## src/logic/card_cmd_pkg.sv

```systemverilog
package card_cmd_pkg;

	localparam int DATA_W  = 32;
	localparam int PADDR_W = 8;

	localparam logic [PADDR_W-1:0] OFS_CTRL   = 8'h00;
	localparam logic [PADDR_W-1:0] OFS_CMD    = 8'h04;
	localparam logic [PADDR_W-1:0] OFS_FILE   = 8'h08;
	localparam logic [PADDR_W-1:0] OFS_GEOM   = 8'h0C;
	localparam logic [PADDR_W-1:0] OFS_STAT   = 8'h10;
	localparam logic [PADDR_W-1:0] OFS_DATA   = 8'h14;
	localparam logic [PADDR_W-1:0] OFS_OFFSET = 8'h18;

	localparam int CTRL_START_BIT = 0;

	localparam logic [7:0] P1_STAT_NONE   = 8'h00;
	localparam logic [7:0] P1_STAT_INIT   = 8'h01;
	localparam logic [7:0] P1_STAT_TERM   = 8'h02;
	localparam logic [7:0] P2_STAT_SELECT = 8'h00;
	localparam logic [7:0] P2_STAT_NAME   = 8'h01;
	localparam logic [7:0] P2_STAT_NODATA = 8'h0C;

	localparam logic [2:0] P1_SFI_TAG   = 3'b100;
	localparam logic [4:0] SFI_CURRENT  = 5'h00;
	localparam logic [4:0] SFI_RESERVED = 5'h1F;
	localparam logic [2:0] MODE_NEXT    = 3'b010;
	localparam logic [2:0] MODE_PREV    = 3'b011;
	localparam logic [2:0] MODE_ABS     = 3'b100;
	localparam logic [7:0] REC_CURRENT  = 8'h00;
	localparam logic [7:0] FIRST_REC    = 8'h01;
	localparam logic [8:0] LE_MAX       = 9'h100;

	typedef enum logic [1:0] {OP_STATUS, OP_READ_BIN, OP_UPDATE_BIN, OP_READ_REC} op_e;
	typedef enum logic [1:0] {FS_TRANSPARENT, FS_LINEAR, FS_CYCLIC} fstruct_e;
	typedef enum logic [1:0] {APP_NONE, APP_INIT, APP_TERM} app_e;
	typedef enum logic [1:0] {RESP_SELECT, RESP_NAME, RESP_NONE} resp_e;
	typedef enum logic [1:0] {ST_IDLE, ST_READ, ST_WRITE} state_e;
	typedef enum logic [3:0] {
		ERR_NONE, ERR_RESERVED, ERR_ACCESS, ERR_NOT_FOUND, ERR_FILE_TYPE,
		ERR_RANGE, ERR_LENGTH, ERR_NO_POINTER, ERR_EOF
	} err_e;

	typedef struct packed {
		logic [5:0] rsvd;
		op_e        op;
		logic [7:0] len;
		logic [7:0] p2;
		logic [7:0] p1;
	} cmd_s;

	typedef struct packed {
		logic [15:0] fid;
		logic [2:0]  rsvd_hi;
		logic [4:0]  short_file_id;
		logic [2:0]  rsvd_lo;
		logic        sfi_present;
		logic        upd_ok;
		logic        rd_ok;
		fstruct_e    fstruct;
	} file_s;

	typedef struct packed {
		logic [15:0] size;
		logic [7:0]  reclen;
		logic [7:0]  nrec;
	} geom_s;

	typedef struct packed {
		logic [3:0] rsvd;
		logic [8:0] remain;
		logic [7:0] ptr;
		logic       ptr_valid;
		app_e       app;
		resp_e      kind;
		err_e       err;
		logic       done;
		logic       busy;
	} stat_s;

endpackage

```

## src/logic/card_file_access_cmds.sv

```systemverilog
`timescale 1ns/1ns
module card_file_access_cmds
	import card_cmd_pkg::*;
#(
	parameter int MEM_BYTES = 64
) (
	input  wire logic               CLK,
	input  wire logic               RSTN,
	input  wire logic [PADDR_W-1:0] PADDR,
	input  wire logic               PSEL,
	input  wire logic               PENABLE,
	input  wire logic               PWRITE,
	input  wire logic [DATA_W-1:0]  PWDATA,
	output logic      [DATA_W-1:0]  PRDATA,
	output logic                    PREADY,
	output logic                    PSLVERR
);

	localparam int          AW        = $clog2(MEM_BYTES);
	localparam logic [16:0] MEM_LIMIT = 17'(MEM_BYTES);
	// byte and record counts that the transfer logic compares against or steps by
	localparam logic [8:0]  ONE_LEFT   = 9'h001;
	localparam logic [8:0]  NO_BYTES   = 9'h000;
	localparam logic [7:0]  COUNT_ZERO = 8'h00;
	localparam logic [7:0]  REC_STEP   = 8'h01;

	typedef struct packed {
		state_e                       st;
		logic [MEM_BYTES-1:0][7:0]    mem;
		cmd_s                         cmd;
		file_s                        file;
		geom_s                        geom;
		logic [7:0]                   ptr;
		logic                         ptr_valid;
		app_e                         app;
		resp_e                        kind;
		err_e                         err;
		logic                         done;
		logic [AW-1:0]                addr;
		logic [15:0]                  offset;
		logic [8:0]                   remain;
		logic [DATA_W-1:0]            prdata;
		logic                         slverr;
	} regs_s;

	regs_s r_q;
	regs_s r_d;

	// byte position of a record; numbering starts at one
	function automatic logic [16:0] rec_base(input logic [7:0] rec, input logic [7:0] len);
		rec_base = 17'(({9'h000, rec} - 17'h00001) * {9'h000, len});
	endfunction

	// a transfer may not run past the file nor past the storage behind it
	function automatic logic past_end(input logic [16:0] pos, input logic [15:0] size);
		past_end = (pos > {1'b0, size}) || (pos > MEM_LIMIT);
	endfunction

	// the byte being moved is the last one of the transfer
	function automatic logic last_byte(input logic [8:0] left);
		last_byte = (left == ONE_LEFT);
	endfunction

	// a short id reference must name the one selected file
	function automatic logic sfi_miss(input logic [4:0] req, input logic [4:0] eff);
		sfi_miss = (req != eff);
	endfunction

	logic         setup;
	logic         acc;
	logic         start;
	err_e         e;
	logic [15:0]  off;
	logic [8:0]   n;
	logic [7:0]   rec;
	logic [16:0]  end_pos;
	logic [16:0]  base;
	logic [4:0]   sfi_eff;
	logic         sfi_ref;
	logic [4:0]   sfi_req;
	logic         move;
	logic [2:0]   mode;
	stat_s        stat;

	always_comb begin
		r_d     = r_q;
		e       = ERR_NONE;
		off     = '0;
		n       = '0;
		rec     = '0;
		end_pos = '0;
		base    = '0;
		sfi_ref = 1'b0;
		sfi_req = '0;
		move    = 1'b0;
		mode    = r_q.cmd.p2[2:0];
		setup   = PSEL & ~PENABLE;
		acc     = PSEL & PENABLE;
		start   = acc & PWRITE & (PADDR == OFS_CTRL) & PWDATA[CTRL_START_BIT]
			& (r_q.st == ST_IDLE);
		// a file without an explicit short id answers to its identifier's low bits
		sfi_eff = r_q.file.sfi_present ? r_q.file.short_file_id : r_q.file.fid[4:0];

		stat           = '0;
		stat.remain    = r_q.remain;
		stat.ptr       = r_q.ptr;
		stat.ptr_valid = r_q.ptr_valid;
		stat.app       = r_q.app;
		stat.kind      = r_q.kind;
		stat.err       = r_q.err;
		stat.done      = r_q.done;
		stat.busy      = (r_q.st != ST_IDLE);

		// read data is captured in setup so the access phase needs no wait
		if (setup) begin
			r_d.slverr = 1'b0;
			r_d.prdata = '0;
			if (PADDR == OFS_CTRL) begin
				r_d.prdata = '0;
			end else if (PADDR == OFS_CMD) begin
				r_d.prdata = r_q.cmd;
			end else if (PADDR == OFS_FILE) begin
				r_d.prdata = r_q.file;
			end else if (PADDR == OFS_GEOM) begin
				r_d.prdata = r_q.geom;
			end else if (PADDR == OFS_STAT) begin
				r_d.prdata = stat;
			end else if (PADDR == OFS_DATA) begin
				if (r_q.st == ST_READ) begin
					r_d.prdata = {24'h000000, r_q.mem[r_q.addr]};
				end
			end else if (PADDR == OFS_OFFSET) begin
				r_d.prdata = {16'h0000, r_q.offset};
			end else begin
				r_d.slverr = 1'b1;
			end
		end

		// writes land at the access edge; reads were captured a cycle earlier
		if (acc && PWRITE) begin
			if (PADDR == OFS_CMD) begin
				r_d.cmd      = cmd_s'(PWDATA);
				r_d.cmd.rsvd = '0;
			end else if (PADDR == OFS_FILE) begin
				r_d.file         = file_s'(PWDATA);
				r_d.file.rsvd_hi = '0;
				r_d.file.rsvd_lo = '0;
				// new file selected: its pointer starts unset
				r_d.ptr_valid    = 1'b0;
				r_d.ptr          = '0;
			end else if (PADDR == OFS_GEOM) begin
				r_d.geom = geom_s'(PWDATA);
			end else if (PADDR == OFS_DATA && r_q.st == ST_WRITE) begin
				r_d.mem[r_q.addr] = PWDATA[7:0];
				r_d.addr          = r_q.addr + 1'b1;
				r_d.remain        = r_q.remain - ONE_LEFT;
				if (last_byte(r_q.remain)) begin
					r_d.st   = ST_IDLE;
					r_d.done = 1'b1;
				end
			end
		end

		// each read of the data window in ST_READ hands out one byte
		if (acc && !PWRITE && PADDR == OFS_DATA && r_q.st == ST_READ) begin
			r_d.addr   = r_q.addr + 1'b1;
			r_d.remain = r_q.remain - ONE_LEFT;
			if (last_byte(r_q.remain)) begin
				r_d.st   = ST_IDLE;
				r_d.done = 1'b1;
			end
		end

		// start is ignored while busy so a stray strobe cannot restart a transfer
		if (start) begin
			case (r_q.cmd.op)
				OP_STATUS: begin
					if (r_q.cmd.p1 != P1_STAT_NONE && r_q.cmd.p1 != P1_STAT_INIT
						&& r_q.cmd.p1 != P1_STAT_TERM) begin
						e = ERR_RESERVED;
					end else if (r_q.cmd.p2 != P2_STAT_SELECT && r_q.cmd.p2 != P2_STAT_NAME
						&& r_q.cmd.p2 != P2_STAT_NODATA) begin
						e = ERR_RESERVED;
					end else begin
						if (r_q.cmd.p1 == P1_STAT_INIT) begin
							r_d.app = APP_INIT;
						end else if (r_q.cmd.p1 == P1_STAT_TERM) begin
							r_d.app = APP_TERM;
						end
						// response content itself is assembled by firmware
						if (r_q.cmd.p2 == P2_STAT_SELECT) begin
							r_d.kind = RESP_SELECT;
						end else if (r_q.cmd.p2 == P2_STAT_NAME) begin
							r_d.kind = RESP_NAME;
						end else begin
							r_d.kind = RESP_NONE;
						end
					end
				end
				OP_READ_BIN, OP_UPDATE_BIN: begin
					if (!r_q.cmd.p1[7]) begin
						off = {1'b0, r_q.cmd.p1[6:0], r_q.cmd.p2};
					end else if (r_q.cmd.p1[7:5] == P1_SFI_TAG) begin
						sfi_ref = 1'b1;
						sfi_req = r_q.cmd.p1[4:0];
						off     = {8'h00, r_q.cmd.p2};
					end else begin
						e = ERR_RESERVED;
					end
					// a zero expected length on a read means the maximum short length
					if (r_q.cmd.op == OP_READ_BIN && r_q.cmd.len == COUNT_ZERO) begin
						n = LE_MAX;
					end else begin
						n = {1'b0, r_q.cmd.len};
					end
					end_pos = {1'b0, off} + {8'h00, n};
					if (e == ERR_NONE) begin
						if (sfi_ref && sfi_miss(sfi_req, sfi_eff)) begin
							e = ERR_NOT_FOUND;
						end else if (r_q.file.fstruct != FS_TRANSPARENT) begin
							e = ERR_FILE_TYPE;
						end else if (r_q.cmd.op == OP_READ_BIN && !r_q.file.rd_ok) begin
							e = ERR_ACCESS;
						end else if (r_q.cmd.op == OP_UPDATE_BIN && !r_q.file.upd_ok) begin
							e = ERR_ACCESS;
						end else if (past_end(end_pos, r_q.geom.size)) begin
							e = ERR_RANGE;
						end
					end
					if (e == ERR_NONE) begin
						r_d.offset = off;
						r_d.addr   = off[AW-1:0];
						r_d.remain = n;
						if (n == NO_BYTES) begin
							r_d.st = ST_IDLE;
						end else if (r_q.cmd.op == OP_READ_BIN) begin
							r_d.st = ST_READ;
						end else begin
							r_d.st = ST_WRITE;
						end
					end
				end
				// the pointer target is chosen here and kept only if the read is accepted
				OP_READ_REC: begin
					sfi_req = r_q.cmd.p2[7:3];
					if (sfi_req == SFI_RESERVED || (mode != MODE_NEXT && mode != MODE_PREV
						&& mode != MODE_ABS)) begin
						e = ERR_RESERVED;
					end else if (sfi_req != SFI_CURRENT && sfi_miss(sfi_req, sfi_eff)) begin
						e = ERR_NOT_FOUND;
					end else if (r_q.file.fstruct != FS_LINEAR
						&& r_q.file.fstruct != FS_CYCLIC) begin
						e = ERR_FILE_TYPE;
					end else if (!r_q.file.rd_ok) begin
						e = ERR_ACCESS;
					end else if (r_q.cmd.len != r_q.geom.reclen) begin
						e = ERR_LENGTH;
					end else if (r_q.geom.nrec == COUNT_ZERO) begin
						e = ERR_RANGE;
					end else if (mode == MODE_ABS) begin
						if (r_q.cmd.p1 == REC_CURRENT) begin
							if (!r_q.ptr_valid) begin
								e = ERR_NO_POINTER;
							end else begin
								rec = r_q.ptr;
							end
						end else if (r_q.cmd.p1 > r_q.geom.nrec) begin
							e = ERR_RANGE;
						end else begin
							rec = r_q.cmd.p1;
						end
					end else if (mode == MODE_NEXT) begin
						move = 1'b1;
						if (!r_q.ptr_valid) begin
							rec = FIRST_REC;
						end else if (r_q.ptr >= r_q.geom.nrec) begin
							if (r_q.file.fstruct == FS_CYCLIC) begin
								rec = FIRST_REC;
							end else begin
								e = ERR_EOF;
							end
						end else begin
							rec = r_q.ptr + REC_STEP;
						end
					end else begin
						move = 1'b1;
						if (!r_q.ptr_valid) begin
							rec = r_q.geom.nrec;
						end else if (r_q.ptr <= FIRST_REC) begin
							if (r_q.file.fstruct == FS_CYCLIC) begin
								rec = r_q.geom.nrec;
							end else begin
								e = ERR_EOF;
							end
						end else begin
							rec = r_q.ptr - REC_STEP;
						end
					end
					if (e == ERR_NONE) begin
						base    = rec_base(rec, r_q.geom.reclen);
						off     = base[15:0];
						end_pos = base + {9'h000, r_q.geom.reclen};
						if (past_end(end_pos, r_q.geom.size)) begin
							e = ERR_RANGE;
						end
					end
					if (e == ERR_NONE) begin
						r_d.offset = off;
						r_d.addr   = off[AW-1:0];
						r_d.remain = {1'b0, r_q.cmd.len};
						r_d.st     = (r_q.cmd.len == COUNT_ZERO) ? ST_IDLE : ST_READ;
						// pointer follows only a read that will succeed
						if (move) begin
							r_d.ptr       = rec;
							r_d.ptr_valid = 1'b1;
						end
					end
				end
				default: begin
					e = ERR_RESERVED;
				end
			endcase
			r_d.err = e;
			// done at once unless bytes are still to move
			r_d.done = (e != ERR_NONE) || (r_d.st == ST_IDLE);
			// a refused command leaves the data window closed
			if (e != ERR_NONE) begin
				r_d.st     = ST_IDLE;
				r_d.remain = '0;
			end
		end
	end

	always_ff @(posedge CLK or negedge RSTN) begin
		if (!RSTN) begin
			r_q <= '0;
		end else begin
			r_q <= r_d;
		end
	end

	assign PRDATA  = r_q.prdata;
	// no wait states: every register answers in its first access cycle
	assign PREADY  = 1'b1;
	// error only shows in the access phase that it belongs to
	assign PSLVERR = acc & r_q.slverr;

endmodule

```

## config.mk

```make
export PLATFORM = sky130hd
export DESIGN_NAME = card_file_access_cmds
export DESIGN_NICKNAME = d
export VERILOG_FILES = /design/src/logic/card_cmd_pkg.sv /design/src/logic/card_file_access_cmds.sv
export SDC_FILE = /design/constraint.sdc
export NUM_CORES = 1
export LEC_CHECK = 0
export ABC_AREA = 1
export BUFFER_PORTS_ARGS = -buffer_cell sky130_fd_sc_hd__buf_2
export CORE_MARGIN = 2
export CORE_UTILIZATION = 60
export DETAILED_ROUTE_END_ITERATION = 10
export GPL_ROUTABILITY_DRIVEN = 1
export PLACE_DENSITY_LB_ADDON = 0.08
export SLEW_MARGIN = 30
export SYNTH_ARGS = -nofsm -noshare
export SYNTH_HDL_FRONTEND = slang
export SYNTH_SLANG_ARGS = --single-unit
```

## constraint.sdc

```tcl
create_clock -name CLK -period 13.92 [get_ports CLK]
set_input_delay 2.088 -clock CLK [delete_from_list [all_inputs] [get_ports CLK]]
set_output_delay 2.088 -clock CLK [all_outputs]
set_load 0.01 [all_outputs]
```

Word-level counts from Yosys, hierarchy flattened
Index checks and enable logic that the tools add are counted.

Muxes and demuxes: 155. $lt $le $gt $ge: 9. $mul: 1. Bitwise gates (word level): 13. Equality and inequality tests: 34. Add/sub/neg operators: 7. Reduce and logical (&&, ||, !) cells: 54.

Operator list (number): 2-to-1 mux 514 bit (4); 2-to-1 mux 619 bit (1); bitwise mux 512 bit (1); 2-to-1 mux 32 bit (7); 2-to-1 mux 8 bit (22); 2-to-1 mux 4 bit (34); 2-to-1 mux 9 bit (14); 2-to-1 mux 16 bit (5); 2-to-1 mux 73 bit (1); 2-to-1 mux 31 bit (2); one-hot mux 31 bit (2 select lines) (1); 2-to-1 mux 49 bit (1); binary-select mux 8 bit (select 6 bit) (1); demux 8 bit (select 6 bit) (1); 2-to-1 mux 7 bit (6); logical NOT 8 bit (5); greater-than comparator 17 x 16 -> 1 bit (2); greater-than comparator 17 x 7 -> 1 bit, second input constant (2); 2-to-1 mux 1 bit (28); 2-to-1 mux 2 bit (14); 2-to-1 mux 28 bit (1); 2-to-1 mux 26 bit (1); 2-to-1 mux 5 bit (5); == test 8 x 5 -> 1 bit, second input constant (3); 53 further kinds (111).

Output and inout port bits: 34. Logic and storage cells: 362. Register bits: 680.

Depth between registers and ports, before layout
Gate-level depths: netlist of the first run.

Depth in word-level cells: 30. Gate-level depth with buffers: 69.

Worst setup path before layout of the first run
Ideal clock, no wire load.

Path type: register to register. Start point: reg r_q[74] (netlist bit). End point: reg r_q[49] (netlist bit). Data required time: 13796 ps. Stages on the path, launching flop included: 62. Data arrival time: 8559 ps. Slack: 5237 ps. Setup time: 124 ps. Period minus slack after synthesis: 8683 ps. Cell sequence: dfrtp_1 inv_1 ha_1 nor2_1 nor2_1 nand2_1 nand2_4 nand2_1 o22ai_1 a221o_1 nand4_1 ha_1 nand2_1 nor2_1 nand2_1 a31oi_1 xor2_1 inv_1 [... 26 more ...] nand2_1 nand2_1 nand2_1 nand2_1 nand2_1 nand2_1 nand3_1 nor2_1 nand3_2 nor2_2 nand4_2 nand2_4 nand3_4 nand2_4 nand4_4 buf_6 nand2_1 o21ai_1.

Longest elaborated chain between the ends: 25. Elaborated cells on any way between the ends: 51. Classes of those cells: 4 x add/sub; 1 x mul; 4 x order compare; 1 x eq/ne; 37 x mux; 4 x reduce/logical.

RTL lines: from (decl) (line card_file_access_cmds.sv:46) `regs_s r_q;`; from (signal assigned) (line card_file_access_cmds.sv:338) `r_q <= r_d;`; subtractor 8 x 1 -> 8 bit, or another cell as far along (line card_file_access_cmds.sv:296) `rec = r_q.ptr - REC_STEP;`; 2-to-1 mux 8 bit (on tied branches) (line card_file_access_cmds.sv:289, card_file_access_cmds.sv:276); 2-to-1 mux 8 bit (on tied branches) (line card_file_access_cmds.sv:287, card_file_access_cmds.sv:274); 2-to-1 mux 8 bit (line card_file_access_cmds.sv:272) `end else if (mode == MODE_NEXT) begin`; 2-to-1 mux 8 bit (line card_file_access_cmds.sv:260) `end else if (mode == MODE_ABS) begin`; 2-to-1 mux 8 bit (line card_file_access_cmds.sv:258) `end else if (r_q.geom.nrec == COUNT_ZERO) begin`; 2-to-1 mux 8 bit (line card_file_access_cmds.sv:256) `end else if (r_q.cmd.len != r_q.geom.reclen) begin`; 2-to-1 mux 8 bit (line card_file_access_cmds.sv:254) `end else if (!r_q.file.rd_ok) begin`; [... 9 more ...]; logical OR 1 bit (line card_file_access_cmds.sv:56) `past_end = (pos > {1'b0, size}) || (pos > MEM_LIMIT);`; 2-to-1 mux 4 bit (line card_file_access_cmds.sv:303) `if (past_end(end_pos, r_q.geom.size)) begin`; 2-to-1 mux 4 bit (line card_file_access_cmds.sv:299) `if (e == ERR_NONE) begin`; 2-to-1 mux 4 bit (line card_file_access_cmds.sv:176) `case (r_q.cmd.op)`; 2-to-1 mux 4 bit (line card_file_access_cmds.sv:175) `if (start) begin`; logical NOT 4 bit (line card_file_access_cmds.sv:307) `if (e == ERR_NONE) begin`; != test 2 bit (no line); AND reduction 4 bit (no line).

Several ways; a longest one is shown, not always the timed one. The select of a mux whose other input is x is not followed. A chain may end at the register's enable or synchronous reset.

Worst setup path in the final report of the first run
Start point: reg r_q[74] (netlist bit). End point: reg r_q[54] (netlist bit).

The elaborated chain is that of the path after synthesis.

==> flow_summary.json, run 1 <==
{
  "drt.antenna.violating_nets": 0,
  "fin_setup_tns_ps": 0,
  "synth_compound_gate_area_share": 0.176,
  "synth.mux.area_fraction": 0,
  "met2RoutedLength_um": 52000,
  "max_stage_delay_ps": 510,
  "ys.warnings.count": 0,
  "worst-slew-pin-transition_ps": 1060,
  "cts.hold.buffers_added": 0,
  "critPathMostFrequentCell": "sky130_fd_sc_hd__nand2_1",
  "critical_path.endpoint_type": "flop",
  "core-area_um2": 60500,
  "routed_wirelength_um": 112000,
  "seq_area_frac_synth": 0.464,
  "synth_top_family_by_area": "simple AND/OR/NAND/NOR gates",
  "relSlewSlack": 0.288,
  "die_width_um": 251,
  "share_of_synthesized_cell_area_in_full_adder_half_adder_and_majority_cells": 0.0706,
  "max_cap_violations": 0,
  "netlist_top_cells_area": "sky130_fd_sc_hd__dfrtp_1 (46%), sky130_fd_sc_hd__nand2_1 (13%), sky130_fd_sc_hd__o21ai_0 (9.4%)",
  "post-synth-top-area-cell": "sky130_fd_sc_hd__dfrtp_1",
  "cp.buffers_inverters": 10,
  "detailroute.via_count": 31300,
  "initial_utilization": 0.607,
  "whs_ps": 478,
  "vdd_drop_max_mv": 0.110,
  "tritoncts": "yes",
  "cts_sinks": 680,
  "synth_largest_type_area_fraction": 0.464,
  "detail_route.first_pass.iterations": 6,
  "vias_in_the_first_global_route": 30400,
  "gp_routability_congestion": 0.994,
  "clock_latency_ps": 640,
  "cts_made_buffers": 72,
  "cts_max_path_buffers": 3,
  "placed_cell_area_um2": 37300,
  "setup.worst_path.start_class": "flop",
  "placement_rows": 90,
  "critPathRequiredTime_ps": 14490,
  "crit_path_top_delay_cell": "sky130_fd_sc_hd__fa_1",
  "yosys.area_share.xor_xnor": 0.0143,
  "synth.distinct_cells": 71,
  "wl_per_cell_um": 21.6,
  "cts_resized": 0,
  "rsz0062_at_grt": "false",
  "floorplan.die.height_um": 251,
  "final_cell_mix": "sky130_fd_sc_hd__nand2_1 (1245), sky130_fd_sc_hd__o21ai_0 (692), sky130_fd_sc_hd__dfrtp_1 (680)",
  "grt_overflow": 0,
  "final_common_cell": "sky130_fd_sc_hd__nand2_1",
  "syn_area_cell_um2": 8.28,
  "finalHoldViolCount": 0,
  "grt.total_usage": 0.362,
  "io_pins": 79,
  "pwr_density_cell_nw_per_um2": 105,
  "postSynth.topFlopCell": "sky130_fd_sc_hd__dfrtp_1",
  "drc": 0,
  "clock_pin_transition_on_the_worst_setup_and_hold_timing_paths_ps": 60,
  "met1Wirelength_um": 45700,
  "finalNetCount": 4574,
  "synth.cell_area_um2": 36700,
  "cts-root-buf": "sky130_fd_sc_hd__clkbuf_16",
  "grt_first_pass_wirelength_um": 176000,
  "period_minus_slack_ps": 10420,
  "grt_max_degree": 96,
  "nFillCells": 5208,
  "fin_area_um2": 39700,
  "worst_clock_skew_ps": 30.2,
  "worstSetupPathType": "reg2reg",
  "detail_route.vias_per_cell": 6.03,
  "antenna_found_initial": 1,
  "async_reset_ff_frac": 1.00,
  "synth_simple_gate_area_share": 0.201,
  "timing.final.crit_share": 0.749,
  "number_of_synthesized_flops_with_an_enable_pin": 0,
  "design.die.area_um2": 63200,
  "place.detailed.hpwl_um": 76800,
  "run_status": "finished, final reports clean",
  "hp-class": "reg2reg",
  "syn_nets": 4650,
  "setup_violations": 0,
  "insertedDiodeCount": 0,
  "cp.arrival_ps": 10990,
  "slew_viol_final": 0,
  "portBuffers": 77,
  "critPathTopFamily": "simple AND/OR/NAND/NOR gates",
  "leakagePower_nw": 19.0,
  "path_max_fanout": 18,
  "postcts_setup_bufs": 0,
  "met3_wirelength_um": 7660,
  "htreeDepth": 3,
  "detail_route.iter0.violations": 3330,
  "fraction_of_final_layout_cells_sized_beyond_drive_strength_1": 0.0753,
  "syn_to_final_growth_pct": 8.08,
  "syn_inst": 4434,
  "achievable-frequency_ghz": 0.0959,
  "top_layer_used_by_detailed_routing": "met4",
  "post-layout-total-power_mw": 4.16,
  "synth.ff_latch_count": 680
}
cell type report:
type,instances,area [um^2],area share
multi-input combinational,3077,17000,0.429
sequential,680,17000,0.429
clock buffer,106,2100,0.0530
inverter,404,1530,0.0385
tap,782,978,0.0247
timing repair buffer,123,767,0.0193
clock inverter,21,248,0.00624
report_power, final:
part | leakage (nW) | internal [mW] | switching, mW | total [mW]
clock network | 1.15 | 1.11 | 0.821 | 1.93
logic | 8.46 | 0.0606 | 0.177 | 0.237
registers | 9.34 | 1.98 | 0.00789 | 1.99
total | 19.0 | 3.15 | 1.01 | 4.16
cell usage after synthesis, types with 27 or more instances:
master                        n
sky130_fd_sc_hd__o211ai_1    27
sky130_fd_sc_hd__inv_1      385
sky130_fd_sc_hd__dfrtp_1    680
sky130_fd_sc_hd__fa_1        60
sky130_fd_sc_hd__nand2_1   1246
sky130_fd_sc_hd__o21ai_0    692
sky130_fd_sc_hd__nand3_1    107
sky130_fd_sc_hd__nor3_1      39
sky130_fd_sc_hd__a22oi_1     80
sky130_fd_sc_hd__nor2_1     190
sky130_fd_sc_hd__buf_4       33
sky130_fd_sc_hd__nand4_1     88
sky130_fd_sc_hd__a221oi_1    65
sky130_fd_sc_hd__a22o_1      55
sky130_fd_sc_hd__clkbuf_1   210
sky130_fd_sc_hd__a21oi_1     80
sky130_fd_sc_hd__ha_1       111
sky130_fd_sc_hd__xor2_1      38
worst paths after layout:
kind	from	endpoint	slack (ps)	cells past startpoint
setup reg to reg	r_q[74]	r_q[54]	3500	64
min in group asynchronous	RSTN	PRDATA[7]	1460	1
hold / removal	PRDATA[13]	PRDATA[13]	480	2
hold reg to reg	PRDATA[13]	PRDATA[13]	480	2
max in group asynchronous	RSTN	asynchronous set/reset pin	10370	3
setup / recovery	r_q[74]	r_q[54]	3500	64
tightest hold or removal path, stage by stage (launching register included):
cell and delay [ps]:
sky130_fd_sc_hd__dfrtp_1 340, sky130_fd_sc_hd__nand2_1 50, sky130_fd_sc_hd__o21ai_0 50
per-stage QoR:
step                utilization  setup slack (ps)  instances
floorplan                     -              5240       4434
finish                    0.656              3500       5193
global placement          0.616              3810       5066
CTS                       0.656              3550       5193
global route              0.656              2600       5193
detailed placement        0.617              3600       5066
logic make-up after synthesis:
group | count (synthesis)
other cells | 1
xor+xnor | 57
simple gates | 1745
compound gates | 1103
flops | 680
fa+ha+maj | 171
buf+inv | 677
layer usage:
metal | track usage | up-vias
li1 | - | 14600
met3 | 0.0548 | 330
met4 | 0.205 | 0
met1 | 0.476 | 15100
met5 | 0 | -
met2 | 0.579 | 1281
Note: power is estimated with default switching activity, not from simulation.
==> run 2: changes to the inputs <==
Clock period 13.92 ns to 9.9 ns, I/O delays scaled along.
==> flow_summary.json, run 2 (same netlist as run 1, synthesis figures left out) <==
{
  "vias_in_the_first_global_route": 30100,
  "grt.total_usage": 0.358,
  "portBuffers": 77,
  "drc": 0,
  "place_inst": 5115,
  "cts_sinks": 680,
  "gp_routability_congestion": 0.996,
  "run_status": "finished, final reports clean",
  "worstHoldStart": "PRDATA[5]",
  "floorplan.die.height_um": 251,
  "slew_viol_final": 0,
  "path_max_fanout": 7,
  "grt_overflow": 0,
  "finalNetCount": 4648,
  "period_minus_slack_ps": 9380,
  "cts_made_buffers": 73,
  "whs_path_depth": 2,
  "cp.arrival_ps": 9920,
  "worst_r2r_path_depth": 63,
  "vdd_drop_max_mv": 0.147,
  "cts.hold.buffers_added": 0,
  "r2r_start": "r_q[74]",
  "max_cap_violations": 0,
  "detail_route.first_pass.iterations": 9,
  "htreeDepth": 3,
  "clock_pin_transition_on_the_worst_setup_and_hold_timing_paths_ps": 60,
  "final_common_cell": "sky130_fd_sc_hd__nand2_1",
  "io_pins": 79,
  "critical_path.endpoint_type": "flop",
  "final_core_utilization": 0.675,
  "worst-slew-pin-transition_ps": 1000,
  "detail_route.vias_per_cell": 5.99,
  "placement_rows": 90,
  "relSlewSlack": 0.327,
  "place.detailed.hpwl_um": 76700,
  "timing.final.crit_share": 0.947,
  "critPathRequiredTime_ps": 10440,
  "fraction_of_final_layout_cells_sized_beyond_drive_strength_1": 0.109,
  "leakagePower_nw": 19.4,
  "design.die.area_um2": 63200,
  "regToRegEndpoint": "r_q[58]",
  "worstHoldEndpoint": "PRDATA[5]",
  "tritoncts": "yes",
  "nFillCells": 5137,
  "ff2ff_setup_slack_ps": 520,
  "pwr_density_cell_nw_per_um2": 147,
  "detail_route.iter0.violations": 3288,
  "critPathMostFrequentCell": "sky130_fd_sc_hd__nand2_1",
  "final_cell_mix": "sky130_fd_sc_hd__nand2_1 (1231), sky130_fd_sc_hd__o21ai_0 (686), sky130_fd_sc_hd__dfrtp_1 (676)",
  "clock_latency_ps": 640,
  "cts_max_path_buffers": 3,
  "crit_path_top_delay_cell": "sky130_fd_sc_hd__fa_1",
  "worstSetupPathType": "reg2reg",
  "grt_max_degree": 180,
  "insertedDiodeCount": 0,
  "grt_first_pass_wirelength_um": 175000,
  "hp-class": "reg2reg",
  "wl_per_cell_um": 21.3,
  "die_width_um": 251,
  "worst_clock_skew_ps": 16.9,
  "core-area_um2": 60500,
  "syn_to_final_growth_pct": 11.2,
  "max_stage_delay_ps": 490,
  "finalNonFillerCells": 5272,
  "setup.worst_path.start_class": "flop",
  "finalHoldViolCount": 0,
  "achievable-frequency_ghz": 0.107,
  "drt.antenna.violating_nets": 0,
  "antenna_found_initial": 0,
  "initial_utilization": 0.607,
  "detailroute.via_count": 31600,
  "cts-root-buf": "sky130_fd_sc_hd__clkbuf_16",
  "setup_violations": 0,
  "routed_wirelength_um": 112000
}
[run 2: changes by cell type in the layout (fill, tap and decap cells not counted), moves of 8 or more]
cell and delta:
sky130_fd_sc_hd__ha_1 -10, sky130_fd_sc_hd__inv_2 +9, sky130_fd_sc_hd__ha_4 +8, sky130_fd_sc_hd__nand2_2 +12
sky130_fd_sc_hd__nand3_1 -8, sky130_fd_sc_hd__inv_1 -11, sky130_fd_sc_hd__buf_4 +70, sky130_fd_sc_hd__nand2_1 -14
[run 2: worst max-delay path by stage]
stage	startpoint	to	slack, ps	cells after the start
after floorplan	r_q[74]	r_q[49]	1220	61
after global placement	r_q[85]	r_q[42]	390	63
after detailed placement	r_q[85]	r_q[43]	320	63
after CTS	r_q[85]	r_q[45]	280	63
after global routing	r_q[74]	r_q[59]	-140	63
final	r_q[74]	r_q[58]	520	63
[run 2: through the flow]
step / setup WS [ps] / instance area [um^2] / setup TNS, ps / hold WS (ps) / total power [mW]
final: 521 / 40800 / 0 / 482 / 6.01
after global placement: 389 / 37700 / 0 / 462 / 3.19
after detailed placement: 317 / 37700 / 0 / 471 / 3.19
after global routing: -142 / 40800 / -4410 / 496 / 6.18
after floorplan: 1220 / 36700 / 0 / 444 / 3.03
after CTS: 283 / 40200 / 0 / 486 / 6.00
[run 2: report_power, final]
group | internal, mW | switching (mW) | total, mW
registers | 2.79 | 0.00910 | 2.80
clock network | 1.65 | 1.19 | 2.84
logic | 0.104 | 0.263 | 0.367
total | 4.54 | 1.46 | 6.01
[run 2: repair_timing]
action                     4_1_cts  5_1_grt
setup buffers                    0       20
resized for setup                0       96
setup endpoints to repair        0       45
[run 2: area by class of cell]
class,count,area [um^2],share of cell area
clock buffer,103,2120,0.0520
clock inverter,30,390,0.00956
inverter,404,1530,0.0376
multi-input combinational,3078,17400,0.426
sequential,680,17000,0.417
tap,782,978,0.0240
timing repair buffer,194,1360,0.0334
timing repair inverter,1,5.00,0.000123
[run 2: per-layer routing]
layer	share of wire	track usage	vias up
li1	-	-	14800
met4	0.056	0.187	0
met5	0	0	-
met1	0.41	0.477	15200
met2	0.47	0.573	1336
met3	0.066	0.0501	323
[run 2: worst max-delay path: cells and delay by family (launching register included)]
kind	cells	cell delay [ps]
AOI/OAI and AO/OA	8	1730
xor gates and xnor gates	2	320
adders and majority gates	9	3050
buffers and inverters	13	1180
DFF	1	380
and+or+nand+nor	31	2600
